==> config.mk <==
export PLATFORM = sky130hd
export DESIGN_NAME = urp_top
export DESIGN_NICKNAME = d
export VERILOG_FILES = /design/src/urp_pkg.sv /design/src/urp_top.sv
export SDC_FILE = /design/constraint.sdc
export NUM_CORES = 1
export LEC_CHECK = 0
export BUFFER_PORTS_ARGS = -buffer_cell sky130_fd_sc_hd__buf_2
export CAP_MARGIN = 15
export CORE_AREA = 2 2 64 66
export CTS_CLUSTER_DIAMETER = 150
export CTS_CLUSTER_SIZE = 10
export DETAILED_ROUTE_END_ITERATION = 8
export DIE_AREA = 0 0 66 68
export PLACE_DENSITY_LB_ADDON = 0.3
export SYNTH_ARGS = -nofsm -noshare
export SYNTH_HDL_FRONTEND = slang
export SYNTH_SLANG_ARGS = --single-unit
==> constraint.sdc <==
create_clock -name clk -period 1.03 [get_ports clk]
set_input_delay 0.103 -clock clk [delete_from_list [all_inputs] [get_ports clk]]
set_output_delay 0.103 -clock clk [all_outputs]
set_load 0.02 [all_outputs]
==> src/urp_pkg.sv <==
package urp_pkg;
  localparam int unsigned FIFO_LVL_W = 7;
  localparam int unsigned TRIG_W = 4;
  // trigger fields count in steps of four characters
  localparam int unsigned TRIG_SHIFT = 2;
  localparam int unsigned MCR_RTS_BIT = 1;
  localparam int unsigned MCR_LOOP_BIT = 4;
  localparam int unsigned EFR_ARTS_BIT = 6;
  localparam int unsigned EFR_ACTS_BIT = 7;
  localparam int unsigned TCR_HALT_LSB = 0;
  localparam int unsigned TCR_RESUME_LSB = 4;
  localparam logic RTS_RESET_LVL = 1'b1;
  localparam logic LINE_IDLE_LVL = 1'b1;
  localparam logic TX_ALLOWED_RESET = 1'h0;
  localparam logic [1:0] SYNC_RESET = 2'h3;
  localparam logic [2:0] SYNC3_RESET = 3'h7;
endpackage

==> src/urp_top.sv <==
`timescale 1ns/1ps
module urp_top (
  input wire logic clk,
  input wire logic rst_b,
  input wire logic clk_en,
  input wire logic [7:0] chan_a_modem_ctrl,
  input wire logic [7:0] chan_b_modem_ctrl,
  input wire logic [7:0] chan_a_enhanced_features,
  input wire logic [7:0] chan_b_enhanced_features,
  input wire logic [7:0] chan_a_transmission_ctrl,
  input wire logic [7:0] chan_b_transmission_ctrl,
  input wire logic [6:0] chan_a_rx_fifo_level,
  input wire logic [6:0] chan_b_rx_fifo_level,
  input wire logic chan_a_tx_data,
  input wire logic chan_b_tx_data,
  input wire logic chan_a_serial_in,
  input wire logic chan_b_serial_in,
  input wire logic chan_a_clear_to_send_in,
  input wire logic chan_b_clear_to_send_in,
  output logic chan_a_serial_out,
  output logic chan_b_serial_out,
  output logic chan_a_request_to_send_out,
  output logic chan_b_request_to_send_out,
  output logic chan_a_rx_data,
  output logic chan_b_rx_data,
  output logic chan_a_tx_allowed,
  output logic chan_b_tx_allowed
);
  // the two channels share only clock, reset and clock enable
  urp_chan u_chan_a (
    .clk(clk),
    .rst_b(rst_b),
    .clk_en(clk_en),
    .modem_ctrl(chan_a_modem_ctrl),
    .enhanced_features(chan_a_enhanced_features),
    .transmission_ctrl(chan_a_transmission_ctrl),
    .rx_fifo_level(chan_a_rx_fifo_level),
    .tx_data(chan_a_tx_data),
    .serial_in(chan_a_serial_in),
    .cts_b_in(chan_a_clear_to_send_in),
    .serial_out(chan_a_serial_out),
    .rts_b_out(chan_a_request_to_send_out),
    .rx_data(chan_a_rx_data),
    .tx_allowed(chan_a_tx_allowed)
  );
  urp_chan u_chan_b (
    .clk(clk),
    .rst_b(rst_b),
    .clk_en(clk_en),
    .modem_ctrl(chan_b_modem_ctrl),
    .enhanced_features(chan_b_enhanced_features),
    .transmission_ctrl(chan_b_transmission_ctrl),
    .rx_fifo_level(chan_b_rx_fifo_level),
    .tx_data(chan_b_tx_data),
    .serial_in(chan_b_serial_in),
    .cts_b_in(chan_b_clear_to_send_in),
    .serial_out(chan_b_serial_out),
    .rts_b_out(chan_b_request_to_send_out),
    .rx_data(chan_b_rx_data),
    .tx_allowed(chan_b_tx_allowed)
  );
endmodule

// one channel; instantiated twice so the channels share no state
module urp_chan (
  input wire logic clk,
  input wire logic rst_b,
  input wire logic clk_en,
  input wire logic [7:0] modem_ctrl,
  input wire logic [7:0] enhanced_features,
  input wire logic [7:0] transmission_ctrl,
  input wire logic [6:0] rx_fifo_level,
  input wire logic tx_data,
  input wire logic serial_in,
  input wire logic cts_b_in,
  output logic serial_out,
  output logic rts_b_out,
  output logic rx_data,
  output logic tx_allowed
);
  // flow control state: halted once the receive fifo has reached the halt level
  typedef enum logic [0:0] {
    URP_FLOW_RUN = 1'b0,
    URP_FLOW_HALT = 1'b1
  } urp_flow_t;

  urp_flow_t flow_q;
  urp_flow_t flow_d;
  logic rx_pin;
  logic cts_pin_b;
  logic serial_out_q;
  logic rts_b_q;
  logic rx_data_q;
  logic tx_allowed_q;

  wire loop_en = modem_ctrl[urp_pkg::MCR_LOOP_BIT];
  wire sw_rts = modem_ctrl[urp_pkg::MCR_RTS_BIT];
  wire auto_rts = enhanced_features[urp_pkg::EFR_ARTS_BIT];
  wire auto_cts = enhanced_features[urp_pkg::EFR_ACTS_BIT];
  wire [urp_pkg::TRIG_W-1:0] halt_f =
    transmission_ctrl[urp_pkg::TCR_HALT_LSB +: urp_pkg::TRIG_W];
  wire [urp_pkg::TRIG_W-1:0] resume_f =
    transmission_ctrl[urp_pkg::TCR_RESUME_LSB +: urp_pkg::TRIG_W];
  // fields count in steps of four characters; a zero halt field halts auto mode from run at any fifo level
  wire [urp_pkg::FIFO_LVL_W-1:0] halt_lvl =
    urp_pkg::FIFO_LVL_W'(halt_f) << urp_pkg::TRIG_SHIFT;
  wire [urp_pkg::FIFO_LVL_W-1:0] resume_lvl =
    urp_pkg::FIFO_LVL_W'(resume_f) << urp_pkg::TRIG_SHIFT;

  // both pins are asynchronous to clk, so each gets its own filtered synchroniser
  urp_pin_sync #(
    .STAGE_RESET(urp_pkg::SYNC3_RESET),
    .LEVEL_RESET(urp_pkg::LINE_IDLE_LVL)
  ) u_rx_sync (
    .clk(clk),
    .rst_b(rst_b),
    .clk_en(clk_en),
    .pin(serial_in),
    .level(rx_pin)
  );
  urp_pin_sync #(
    .STAGE_RESET(urp_pkg::SYNC3_RESET),
    .LEVEL_RESET(urp_pkg::LINE_IDLE_LVL)
  ) u_cts_sync (
    .clk(clk),
    .rst_b(rst_b),
    .clk_en(clk_en),
    .pin(cts_b_in),
    .level(cts_pin_b)
  );

  // leaving auto mode drops any halt at once
  always_comb begin
    flow_d = flow_q;
    unique case (flow_q)
      URP_FLOW_RUN: begin
        if (auto_rts && rx_fifo_level >= halt_lvl) begin
          flow_d = URP_FLOW_HALT;
        end
      end
      URP_FLOW_HALT: begin
        if (!auto_rts || rx_fifo_level <= resume_lvl) begin
          flow_d = URP_FLOW_RUN;
        end
      end
    endcase
  end

  // next state, not current, so the pin moves on the edge that sees the level cross
  wire halt_now = (flow_d == URP_FLOW_HALT);
  // auto mode still needs the software bit; it can only ever withdraw request-to-send
  wire rts_assert = sw_rts && !(auto_rts && halt_now);
  wire cts_ok = !auto_cts || !cts_pin_b;
  wire rx_src = loop_en ? tx_data : rx_pin;
  // in loopback the pin rests at the idle mark level, so the far end sees no start bit
  wire tx_pin = loop_en ? urp_pkg::LINE_IDLE_LVL : tx_data;

  // every output is registered so the pins never glitch while the controls change
  always_ff @(posedge clk or negedge rst_b) begin
    if (!rst_b) begin
      flow_q <= URP_FLOW_RUN;
      rts_b_q <= urp_pkg::RTS_RESET_LVL;
      serial_out_q <= urp_pkg::LINE_IDLE_LVL;
      rx_data_q <= urp_pkg::LINE_IDLE_LVL;
      tx_allowed_q <= urp_pkg::TX_ALLOWED_RESET;
    end else if (clk_en) begin
      flow_q <= flow_d;
      rts_b_q <= !rts_assert;
      serial_out_q <= tx_pin;
      rx_data_q <= rx_src;
      tx_allowed_q <= cts_ok;
    end
  end

  assign serial_out = serial_out_q;
  assign rts_b_out = rts_b_q;
  assign rx_data = rx_data_q;
  assign tx_allowed = tx_allowed_q;
endmodule

// three-flop pin synchroniser; a new level is taken only once stages two and three agree,
// which also throws away a pulse on the pin that lasts a single clock
module urp_pin_sync #(
  parameter logic [2:0] STAGE_RESET = urp_pkg::SYNC3_RESET,
  parameter logic LEVEL_RESET = urp_pkg::LINE_IDLE_LVL
) (
  input wire logic clk,
  input wire logic rst_b,
  input wire logic clk_en,
  input wire logic pin,
  output logic level
);
  logic [2:0] stage_q;
  logic level_q;
  // only the second stage reads the first; the first may be metastable
  wire agree = (stage_q[1] == stage_q[2]);

  always_ff @(posedge clk or negedge rst_b) begin
    if (!rst_b) begin
      stage_q <= STAGE_RESET;
      level_q <= LEVEL_RESET;
    end else if (clk_en) begin
      stage_q <= {stage_q[1:0], pin};
      if (agree) begin
        level_q <= stage_q[2];
      end
    end
  end

  assign level = level_q;
endmodule

# Word level (Yosys, flattened, before mapping)
# Index checks and enable logic that the tools add are counted.
[word_totals]
reg_bits = 26
inputBits = 71
out_inout_bits = 8
elab_cells = 62
[op_classes]
order_cmp = 4
eq_ne = 4
muxes = 10
bitwise_logic = 2
reduce_logical = 24
[op_table]
columns = ["cell", "count"]
rows = [
  ["greater-or-equal comparator 7 x 6 -> 1 bit", 2],
  ["<= comparator 7 x 6 -> 1 bit", 2],
  ["logical NOT 1 bit", 10],
  ["two-way mux 1 bit", 8],
  ["AND reduction 2 bit", 4],
  ["logical AND 1 bit", 6],
  ["== test 1 bit", 4],
  ["logical OR 1 bit", 4],
  ["case mux 1 bit (2 select lines)", 2],
  ["NOT 1 bit", 2],
]

# Logic depth before layout (Yosys ltp)
# Gate-level depths: netlist (run 1).
[depth]
word_depth = 8
depth_mapped = 6
depth_no_buf = 6

# Modules after synthesis
# A second synthesis (run 1) with hierarchy kept.
[unflattened]
hier_cells = 132
hier_area_um2 = 1471.4
[modules_own_cells]
columns = ["module", "n_inst", "cells_each", "area_each_um2"]
rows = [
  ["urp_chan", 2, 46, 412.9],
  ["urp_pin_sync", 4, 10, 161.4],
]

# Least setup slack after synthesis (run 1)
# OpenSTA, ideal clock, no wires.
[synth_timing]
kind = "input-to-reg"
from = "input chan_a_transmission_ctrl[7]"
to = "register u_chan_a.flow_q"
setup_ns = 0.128
arrival_ns = 1.247
required_time_ns = 0.902
setup_slack_ns = -0.346
cell_stages = 6
path_buffers = 0
path_cell_list = "inv_1 > ha_1 > nand3_1 > or4_4 > a41oi_2 > o22ai_1"
[synth_between]
elab_chain_len = 4
[synth_rtl]
columns = ["item", "line_no", "text"]
rows = [
  ["from (decl)", "urp_top.sv:10", "input wire logic [7:0] chan_a_transmission_ctrl,"],
  ["<= comparator 7 x 6 -> 1 bit", "urp_top.sv:142", "if (!auto_rts || rx_fifo_level <= resume_lvl) begin"],
  ["logical OR 1 bit", "urp_top.sv:142", ""],
  ["two-way mux 1 bit", "urp_top.sv:142", ""],
  ["case mux 1 bit (2 select lines)", "urp_top.sv:135", "unique case (flow_q)"],
  ["to (signal assigned)", "urp_top.sv:167", "flow_q <= flow_d;"],
  ["to (decl)", "urp_top.sv:87", "urp_flow_t flow_q;"],
]
# Every way passes these cells.
# A chain may end at the register's enable or synchronous reset.

# Final worst setup path (run 1)
[layout_timing]
from = "input chan_a_rx_fifo_level[2]"
to = "register u_chan_a.flow_q"
[layout_between]
elab_chain_len = 4
elab_cells_between_ends = 7
[layout_rtl]
columns = ["item", "line_no", "text"]
rows = [
  ["from (decl)", "urp_top.sv:12", "input wire logic [6:0] chan_a_rx_fifo_level,"],
  ["<= comparator 7 x 6 -> 1 bit or greater-or-equal comparator 7 x 6 -> 1 bit (tied branches)", "urp_top.sv:142, urp_top.sv:137", ""],
  ["logical OR 1 bit or logical AND 1 bit (tied branches)", "urp_top.sv:142, urp_top.sv:137", ""],
  ["two-way mux 1 bit (on tied branches)", "urp_top.sv:142, urp_top.sv:137", ""],
  ["case mux 1 bit (2 select lines) *", "urp_top.sv:135", ""],
]
# Mark *: on every way between the ends. The rest lies on a longest branch, timed or not.

==> results of run 1 <==
-- worst min path at each step --
stage	endpoint	cells past startpoint	slack (ps)
2_1_floorplan	u_chan_a.flow_q$_DFFE_PN0P_	0	-190
3_3_place_gp	u_chan_a.flow_q$_DFFE_PN0P_	2	110
3_5_place_dp	u_chan_a.flow_q$_DFFE_PN0P_	2	110
4_1_cts	u_chan_b.rts_b_out$_DFFE_PN1P_	2	10
5_1_grt	u_chan_a.tx_allowed$_DFFE_PN0P_	2	20
6_report	u_chan_b.tx_allowed$_DFFE_PN0P_	2	20
-- layer usage --
layer / share of wire / up-vias
met2: 0.52 / 26
met4: 0.014 / 0
met3: 0.044 / 4
met1: 0.42 / 565
li1: - / 632
met5: 0 / -
-- sequential cells by signal, summed over array words and instances, names as in the netlist --
name and flops:
u_chan_a.u_rx_sync.level 1, u_chan_b.serial_out 1, u_chan_b.u_rx_sync.stage_q 3, u_chan_b.rx_data 1, u_chan_b.rts_b_out 1, u_chan_a.u_rx_sync.stage_q 3
u_chan_a.tx_allowed 1, u_chan_a.serial_out 1, u_chan_a.u_cts_sync.stage_q 3, u_chan_a.u_cts_sync.level 1, u_chan_a.flow_q 1, u_chan_b.u_cts_sync.stage_q 3
u_chan_b.u_cts_sync.level 1, u_chan_a.rx_data 1, u_chan_b.flow_q 1, u_chan_a.rts_b_out 1, u_chan_b.u_rx_sync.level 1, u_chan_b.tx_allowed 1
-- cell usage after synthesis (all sizes together), types with 3 or more instances --
| cell | instances | share of area |
|---|---|---|
| dfstp | 22 | 0.39 |
| ha | 16 | 0.13 |
| inv | 16 | 0.040 |
| nor2 | 15 | 0.038 |
| a21oi | 13 | 0.044 |
| mux2 | 12 | 0.090 |
| nand2b | 5 | 0.021 |
| buf | 4 | 0.013 |
| dfrtp | 4 | 0.067 |
| a31oi | 3 | 0.013 |
| nand3 | 3 | 0.010 |
| nor2b | 3 | 0.013 |
| o21ai | 3 | 0.010 |
-- report_power, final --
part | internal, uW | switching, uW
Combinational | 435 | 354
Sequential | 1300 | 112
Clock | 341 | 290
Total | 2070 | 755
-- cells by family (layout without fill, tap and decap cells) --
logic type	after synthesis	in the layout
and+or+nand+nor	38	38
buffers and inverters	20	84
AOI/OAI and AO/OA	27	27
DFF	26	26
muxes	14	14
adders and majority gates	16	16
-- timing repair --
action | in CTS | in global routing
setup buffers | 1 | 0
endpoints found under the setup margin | 10 | 10
hold buffers | 1 | 0
endpoints found under the hold margin | 4 | 0
resized for setup | 29 | 5
pin swaps | 11 | 9
-- cell type report --
class	instances	area (um^2)
multi-input combinational	95	863.3
sequential	26	678.2
timing repair buffer	64	447.9
clock buffer	4	55.05
fill	341	1664
tap	50	62.56
inverter	16	85.08
-- metrics by stage --
step           utilization  setup WS (ps)  TNS (ps)  std cells  cell area, um^2
2_1_floorplan            -         -307.5    -707.0        141             1585
3_3_place_gp        0.5110         -496.6     -1528        249             1971
3_5_place_dp        0.5110         -501.1     -1624        249             1971
4_1_cts             0.5623         -58.73    -122.6        255             2168
5_1_grt             0.5685         -77.17    -391.4        255             2192
6_report            0.5685         -72.44    -153.3        255             2192
==> impl_metrics.ini, run 1 <==
[run_status]
status = finished with violations
violations = setup timing

[timing]
relSlewSlack = 0.7941
fmax_ghz = 0.9071
tightest_slew_ps = 308.9
slew_violations = 0
setup_viol = 4
period_share = 1.070
hold_ws_ps = 20.16
hold_viol = 0
fin_worst_skew_ps = 1.910
fin_ws_ps = -72.44
finalCriticalPeriod_ps = 1102
rsz0062_at_grt = yes

[global_route]
grt_overflow_total = 0
busiest_layer = met2
grt_max_degree = 36
antenna_found_initial = 0
met1_usage = 0.1643
use_met2 = 0.2790
globalRouteMet3Util = 0.02467
grt_pass1_wl_um = 5071
grt_pass1_vias = 1205
track_usage = 0.1454

[clock_network]
clock_path_buffers = 2
htree_levels = 1
cts_buffers = 3
clkSinkCount = 26
clk_latency_ps = 260
cts_tree = built
cts_root_buf = clkbuf_8
clk_pin_slew_worst_paths_ps = 80

[logic_synthesis]
syn_area_um2 = 1495
synth_edf_count = 0
synthAdderAreaFrac = 0.1339
synth_xor_area_frac = 0
syn_nets = 228
synthArstFlopShare = 1.000
synth_area_per_cell_um2 = 10.60
ys_seq_area_frac = 0.4536
synth-compound-area-share = 0.1163
ys_ff_latch = 26
synth.area.mux_share = 0.1038
synth_cell_types = 31
ys_warn_count = 0
synth_simple_gate_area_frac = 0.1389
synth_top_family_by_area = simple AND/OR/NAND/NOR gates
synthCells = 141
synth_flop_cell = dfstp_2

[min_path]
min-delay-start = chan_b_enhanced_features[7]
holdCritPathClass = input port to flop

[worst_setup_path]
crit_path_end = u_chan_a.flow_q$_DFFE_PN0P_
slowest_delay_ps = 500
crit_arrival_ps = 1250
criticalPathCategory = input port to flop
r2r_setup_slack_ps = 80
crit_chain = buf_8 -> inv_4 -> ha_4 -> nand2b_1 -> or4_4 -> a41oi_2 -> o22ai_1
crit_cells = 7
cp_top_family = simple AND/OR/NAND/NOR gates
critPathLaunch = chan_a_rx_fifo_level[2]
crit_path_end_kind = flop
crit_fanout = 2
cp_num_buf_inv = 2
regToRegEndpoint = u_chan_a.flow_q$_DFFE_PN0P_
start_kind = input port
ff2ff_path_depth = 4
worstReg2RegStart = u_chan_a.flow_q$_DFFE_PN0P_
cp.required_ps = 1180
cpMaxStageDelayCell = or4_4

[die]
dieHeight_um = 68
core_um2 = 3856
initial_core_util = 0.3877
die_x_um = 66
row_count = 23
die-area_um2 = 4488
io_pins = 79

[routing]
wirelength_um = 3165
firstDrtPassIters = 4
drcViolationCount = 0
vias_per_cell = 4.812
wl_per_cell_um = 12.41
detail-route-antenna-nets = 0
drt_iter0_drc = 17
vias = 1227

[layout]
fin_nets = 293
drive_above_1_share = 0.5902
area_delta_synth_final_pct = 46.61
final_cell_mix = buf_2, dfstp_2, nor2_1
n_antenna_cell = 0
layout_commonest_cell = buf_2

[power]
total_power_uw = 2828
power_density_nw_per_um2 = 1290
peakVddDrop_mv = 0.8789
p_leak_uw = 0.0009971

[run]
cap_violations = 0

[place]
portBuffers = 54
hpwlAfterDp_um = 2369
gp_congestion = 0.7159
(Power assumes the default switching activity.)
==> inputs of run 2 (changes only) <==
Settings changed: CORE_AREA 2 2 64 66 to 2 2 63 65, DIE_AREA 0 0 66 68 to 0 0 65 67, HOLD_SLACK_MARGIN set to 0.03, SYNTH_HIERARCHICAL set to 1.
==> run 2 against run 1 <==
Compared with the run above: setup slack got worse by 23 ps; the run still ends with setup timing left; critical endpoint is now u_chan_b/flow_q$_DFFE_PN0P_; wire length rose by 5.4%; register-to-register slack got worse by 120 ps; non-clock buffer count did not move; sequential cell count did not move.
==> impl_metrics.ini, run 2 <==
[run_status]
status = finished with violations
violations = setup timing

[routing]
firstDrtPassIters = 4
wl_met1_um = 1368
wl_met2_um = 1771
detail-route-antenna-nets = 0
wl_per_cell_um = 13.61
met3WireLength_um = 174
drt_iter0_drc = 36
vias_per_cell = 5.000
vias = 1225
highest_layer = met4
wirelength_um = 3335
drcViolationCount = 0

[power]
p_leak_uw = 0.001013
peakVddDrop_mv = 0.9005
power_density_nw_per_um2 = 1276

[die]
io_pins = 79
dieHeight_um = 67
row_count = 22
initial_core_util = 0.4080
core_um2 = 3606
die_x_um = 65
die-area_um2 = 4355

[worst_setup_path]
start_kind = input port
crit_fanout = 2
crit_arrival_ps = 1260
crit_path_end_kind = flop
ff2ff_path_depth = 4
criticalPathCategory = input port to flop
cp.required_ps = 1170

[layout]
design_area_um2 = 2312
fin_nets = 286
n_antenna_cell = 0
nFillCells = 302
area_delta_synth_final_pct = 57.14
final_cell_mix = buf_2, dfstp_2, buf_6
layout_commonest_cell = buf_2
drive_above_1_share = 0.6244
fin_util = 0.6412

[clock_network]
clock_path_buffers = 2
clk_latency_ps = 260
cts_tree = built
clk_pin_slew_worst_paths_ps = 80
cts_buffers = 3
htree_levels = 1
clkSinkCount = 26
cts_root_buf = clkbuf_8

[logic_synthesis]
synth_xor_area_frac = 0
syn_nets = 219
ys_seq_area_frac = 0.4609
ys_warn_count = 6
synthCells = 132
synth_top_cell_area_share = 0.3929
synth.area.top_cells = dfstp_2, ha_1, mux2_2
synth_top_family_by_area = compound AO/OA/AOI/OAI gates
synth-compound-area-share = 0.1548
synth_simple_gate_area_frac = 0.08333
synthAdderAreaFrac = 0.1361
synthArstFlopShare = 1.000
synth_area_per_cell_um2 = 11.15
synth_flop_cell = dfstp_2
synth_most_common_cell = dfstp_2
syn_area_um2 = 1471
synth_edf_count = 0
synth_top_cells_by_count = dfstp_2, ha_1, inv_1
synth_area_leader_cell = dfstp_2
synth.area.mux_share = 0.1190
ys_ff_latch = 26
synth_cell_types = 21

[timing]
fin_worst_skew_ps = 0.7344
setup_viol = 4
fmax_ghz = 0.8885
relSlewSlack = 0.6262
hold_viol = 0
finalCriticalPeriod_ps = 1126
fin_ws_ps = -95.54
period_share = 1.093
slew_violations = 0
tightest_slew_ps = 560.8
rsz0062_at_grt = yes

[global_route]
grt_max_degree = 39
grt_overflow_total = 0
grt_pass1_wl_um = 5740
track_usage = 0.1681
antenna_found_initial = 0
grt_pass1_vias = 1335

[run]
cap_violations = 0

[place]
gp_congestion = 0.6925
dpl-instance-area_um2 = 2002
hpwlAfterDp_um = 2438
portBuffers = 54

[min_path]
hold_depth = 2
holdCritPathClass = input port to flop
## run 2: logic make-up after synthesis
| group | count (synthesis) |
|---|---|
| fa+ha+maj | 16 |
| buf+inv | 18 |
| compound gates | 30 |
| flops | 26 |
| simple gates | 26 |
| mux | 16 |
## run 2: where the power goes
group	internal (uW)	leakage, uW	switching, uW
clock network	261	0.0000216	283
registers	1330	0.000277	142
logic	536	0.000714	398
## run 2: what timing repair did
| item | CTS | global route |
|---|---|---|
| hold buffers | 5 | 0 |
| pin swaps | 11 | 7 |
| buffers inserted | 2 | 1 |
| gates resized for setup | 45 | 4 |
| setup endpoints to repair | 10 | 10 |
| hold endpoints to repair | 8 | 0 |
## run 2: critical path, cell delays in order
cell      delay [ps]
buf_8             90
inv_12            30
ha_4             240
nand4_1           80
o32a_1           300
o311ai_2         300
mux2i_1          120
## run 2: final timing paths
path / start / slack [ps] / end
worst max-delay path: chan_b_rx_fifo_level[2] / -100 / u_chan_b/flow_q$_DFFE_PN0P_
worst min-delay path: chan_a_clear_to_send_in / 70 / u_chan_a/u_cts_sync/stage_q[0]$_DFFE_PN1P_
worst max register to register: u_chan_b/flow_q$_DFFE_PN0P_ / -40 / u_chan_b/flow_q$_DFFE_PN0P_
worst min register to register: u_chan_b/rts_b_out$_DFFE_PN1P_ / 500 / u_chan_b/rts_b_out$_DFFE_PN1P_
max in group asynchronous: rst_b / 290 / u_chan_a/serial_out$_DFFE_PN1P_
min in group asynchronous: rst_b / 360 / u_chan_b/flow_q$_DFFE_PN0P_
## run 2: through the flow
step | setup WS, ps | setup TNS (ps) | cells | hold WS, ps | total power (uW)
after floorplan | -158.1 | -557.9 | 132 | -192.6 | 1918
after global placement | -386.9 | -1471 | 234 | 108.4 | 2191
after global routing | -170.5 | -623.4 | 245 | 61.24 | 3147
final | -95.54 | -220.8 | 245 | 71.44 | 2950
after detailed placement | -428.5 | -1626 | 234 | 125.8 | 2246
after CTS | -100.1 | -260.9 | 244 | 67.20 | 2949
## run 2: layout make-up
class                      count  area, um^2  area share
clock buffer                   3       41.29     0.01786
inverter                      16       115.1     0.04978
multi-input combinational     88       894.6      0.3869
sequential                    26       678.2      0.2933
tap                           48       60.06     0.02597
timing repair buffer          64       523.0      0.2262
## run 2: per-layer routing
layer / vias up / GRT usage
li1: 606 / -
met1: 583 / 0.2000
met2: 34 / 0.3170
met3: 2 / 0.01858
met4: 0 / 0.04787
met5: - / 0
==> inputs of run 3 (changes only) <==
Settings changed: BUFFER_PORTS_ARGS -buffer_cell sky130_fd_sc_hd__buf_2 to -buffer_cell sky130_fd_sc_hd__buf_4, SETUP_SLACK_MARGIN set to 0.05.
==> run 3 against run 2 <==
Compared with the run above: the run still ends with setup timing left; critical path depth is the same; final cell count shrank 0.41%; total power grew 4.0%; worst hold slack lost 8.3 ps; combinational power grew 2%; clock-buffer cell count grew 1; clock power grew 18%; critical endpoint unchanged.
==> impl_metrics.ini, run 3 (synthesized netlist as in run 2, its figures left out) <==
[layout]
n_antenna_cell = 0
design_area_um2 = 2375
final-seq-area_um2 = 678.2
fin_nets = 284
area_delta_synth_final_pct = 61.39
layout_commonest_cell = buf_4
drive_above_1_share = 0.6276
final_cell_mix = buf_4, dfstp_2, buf_6, nor2_1, mux2_2
nFillCells = 296
multi_input_area_um2 = 905.9
fin_cells = 244

[global_route]
grt_max_degree = 39
track_usage = 0.1566
grt_overflow_total = 0
grt_pass1_vias = 1291
antenna_found_initial = 0
grt_pass1_wl_um = 5340

[worst_setup_path]
criticalPathCategory = input port to flop
cp.required_ps = 1180
crit_path_end_kind = flop
crit_arrival_ps = 1270
start_kind = input port
crit_fanout = 2

[die]
row_count = 22
dieHeight_um = 67
io_pins = 79
die-area_um2 = 4355
initial_core_util = 0.4080
core_um2 = 3606
die_x_um = 65

[routing]
drt_iter0_drc = 26
drcViolationCount = 0
wirelength_um = 3245
firstDrtPassIters = 4
vias_per_cell = 4.898
detail-route-antenna-nets = 0
wl_per_cell_um = 13.30
vias = 1195

[power]
total_power_uw = 3070
peakVddDrop_mv = 0.9926
p_leak_uw = 0.001037
power_density_nw_per_um2 = 1293

[place]
gp_congestion = 0.7010
portBuffers = 54
dp_cells = 233
hpwlAfterDp_um = 2407
dpl-instance-area_um2 = 2117

[run]
cap_violations = 0

[timing]
hold_viol = 0
hold_ws_ps = 63.10
fin_ws_ps = -88.41
fin_worst_skew_ps = 1.330
finalCriticalPeriod_ps = 1118
slew_violations = 0
relSlewSlack = 0.7347
fmax_ghz = 0.8941
setup_viol = 9
rsz0062_at_grt = yes
period_share = 1.086
tightest_slew_ps = 397.9

[clock_network]
clock_path_buffers = 2
clkSinkCount = 26
cts_root_buf = clkbuf_8
cts_tree = built
htree_levels = 1
clk_latency_ps = 270
cts_buffers = 3
clk_pin_slew_worst_paths_ps = 80

[run_status]
violations = setup timing
status = finished with violations

[min_path]
holdCritPathClass = input port to flop
## run 3: worst max-delay path, stage by stage
cell      delay [ps]
buf_8             90
inv_12            30
ha_4             240
nand4_1           90
o32a_1           330
o311ai_4         280
mux2i_1          110
## run 3: power by group
group	switching, uW	leakage, uW	internal, uW	total [uW]
Combinational	398	0.000731	555	953
Clock	304	0.0000288	342	645
Sequential	142	0.000277	1330	1470
## run 3: timing repair
action	4_1_cts	5_1_grt
endpoints found under the setup margin	10	10
setup buffers	1	1
hold buffers	5	0
resized for setup	27	5
hold endpoints to repair	30	0
pin swaps	9	6
## run 3: final timing paths
| kind | slack [ps] | start | end | cells after the start |
|---|---|---|---|---|
| max | -90 | chan_b_rx_fifo_level[2] | u_chan_b/flow_q$_DFFE_PN0P_ | 7 |
| min | 60 | chan_a_clear_to_send_in | u_chan_a/u_cts_sync/stage_q[0]$_DFFE_PN1P_ | 2 |
| max reg2reg | -50 | u_chan_b/flow_q$_DFFE_PN0P_ | u_chan_b/flow_q$_DFFE_PN0P_ | 4 |
| min reg2reg | 510 | u_chan_b/rts_b_out$_DFFE_PN1P_ | u_chan_b/rts_b_out$_DFFE_PN1P_ | 2 |
| max in group asynchronous | 470 | rst_b | u_chan_a/serial_out$_DFFE_PN1P_ | 2 |
| min in group asynchronous | 260 | rst_b | u_chan_b/tx_allowed$_DFFE_PN0P_ | 2 |
## run 3: routing by layer
| layer | up-vias | track usage | wire length [um] |
|---|---|---|---|
| met1 | 556 | 0.1750 | 1319 |
| li1 | 599 | - | - |
| met4 | 0 | 0.05585 | 48 |
| met5 | - | 0 | 0 |
| met3 | 5 | 0.02534 | 195 |
| met2 | 35 | 0.2977 | 1681 |
## run 3: final cells by class
type	count	share of cell area
tap	48	0.02529
sequential	26	0.2856
timing repair buffer	62	0.2360
inverter	16	0.04847
multi-input combinational	88	0.3815
clock buffer	4	0.02318
## run 3: metrics by stage
stage,TNS (ps),setup WS [ps],util
3_3_place_gp,-1395,-361.7,0.5871
3_5_place_dp,-1594,-418.7,0.5871
2_1_floorplan,-557.9,-158.1,-
5_1_grt,-619.6,-140.0,0.6586
6_report,-221.0,-88.41,0.6586
4_1_cts,-211.7,-47.61,0.6471
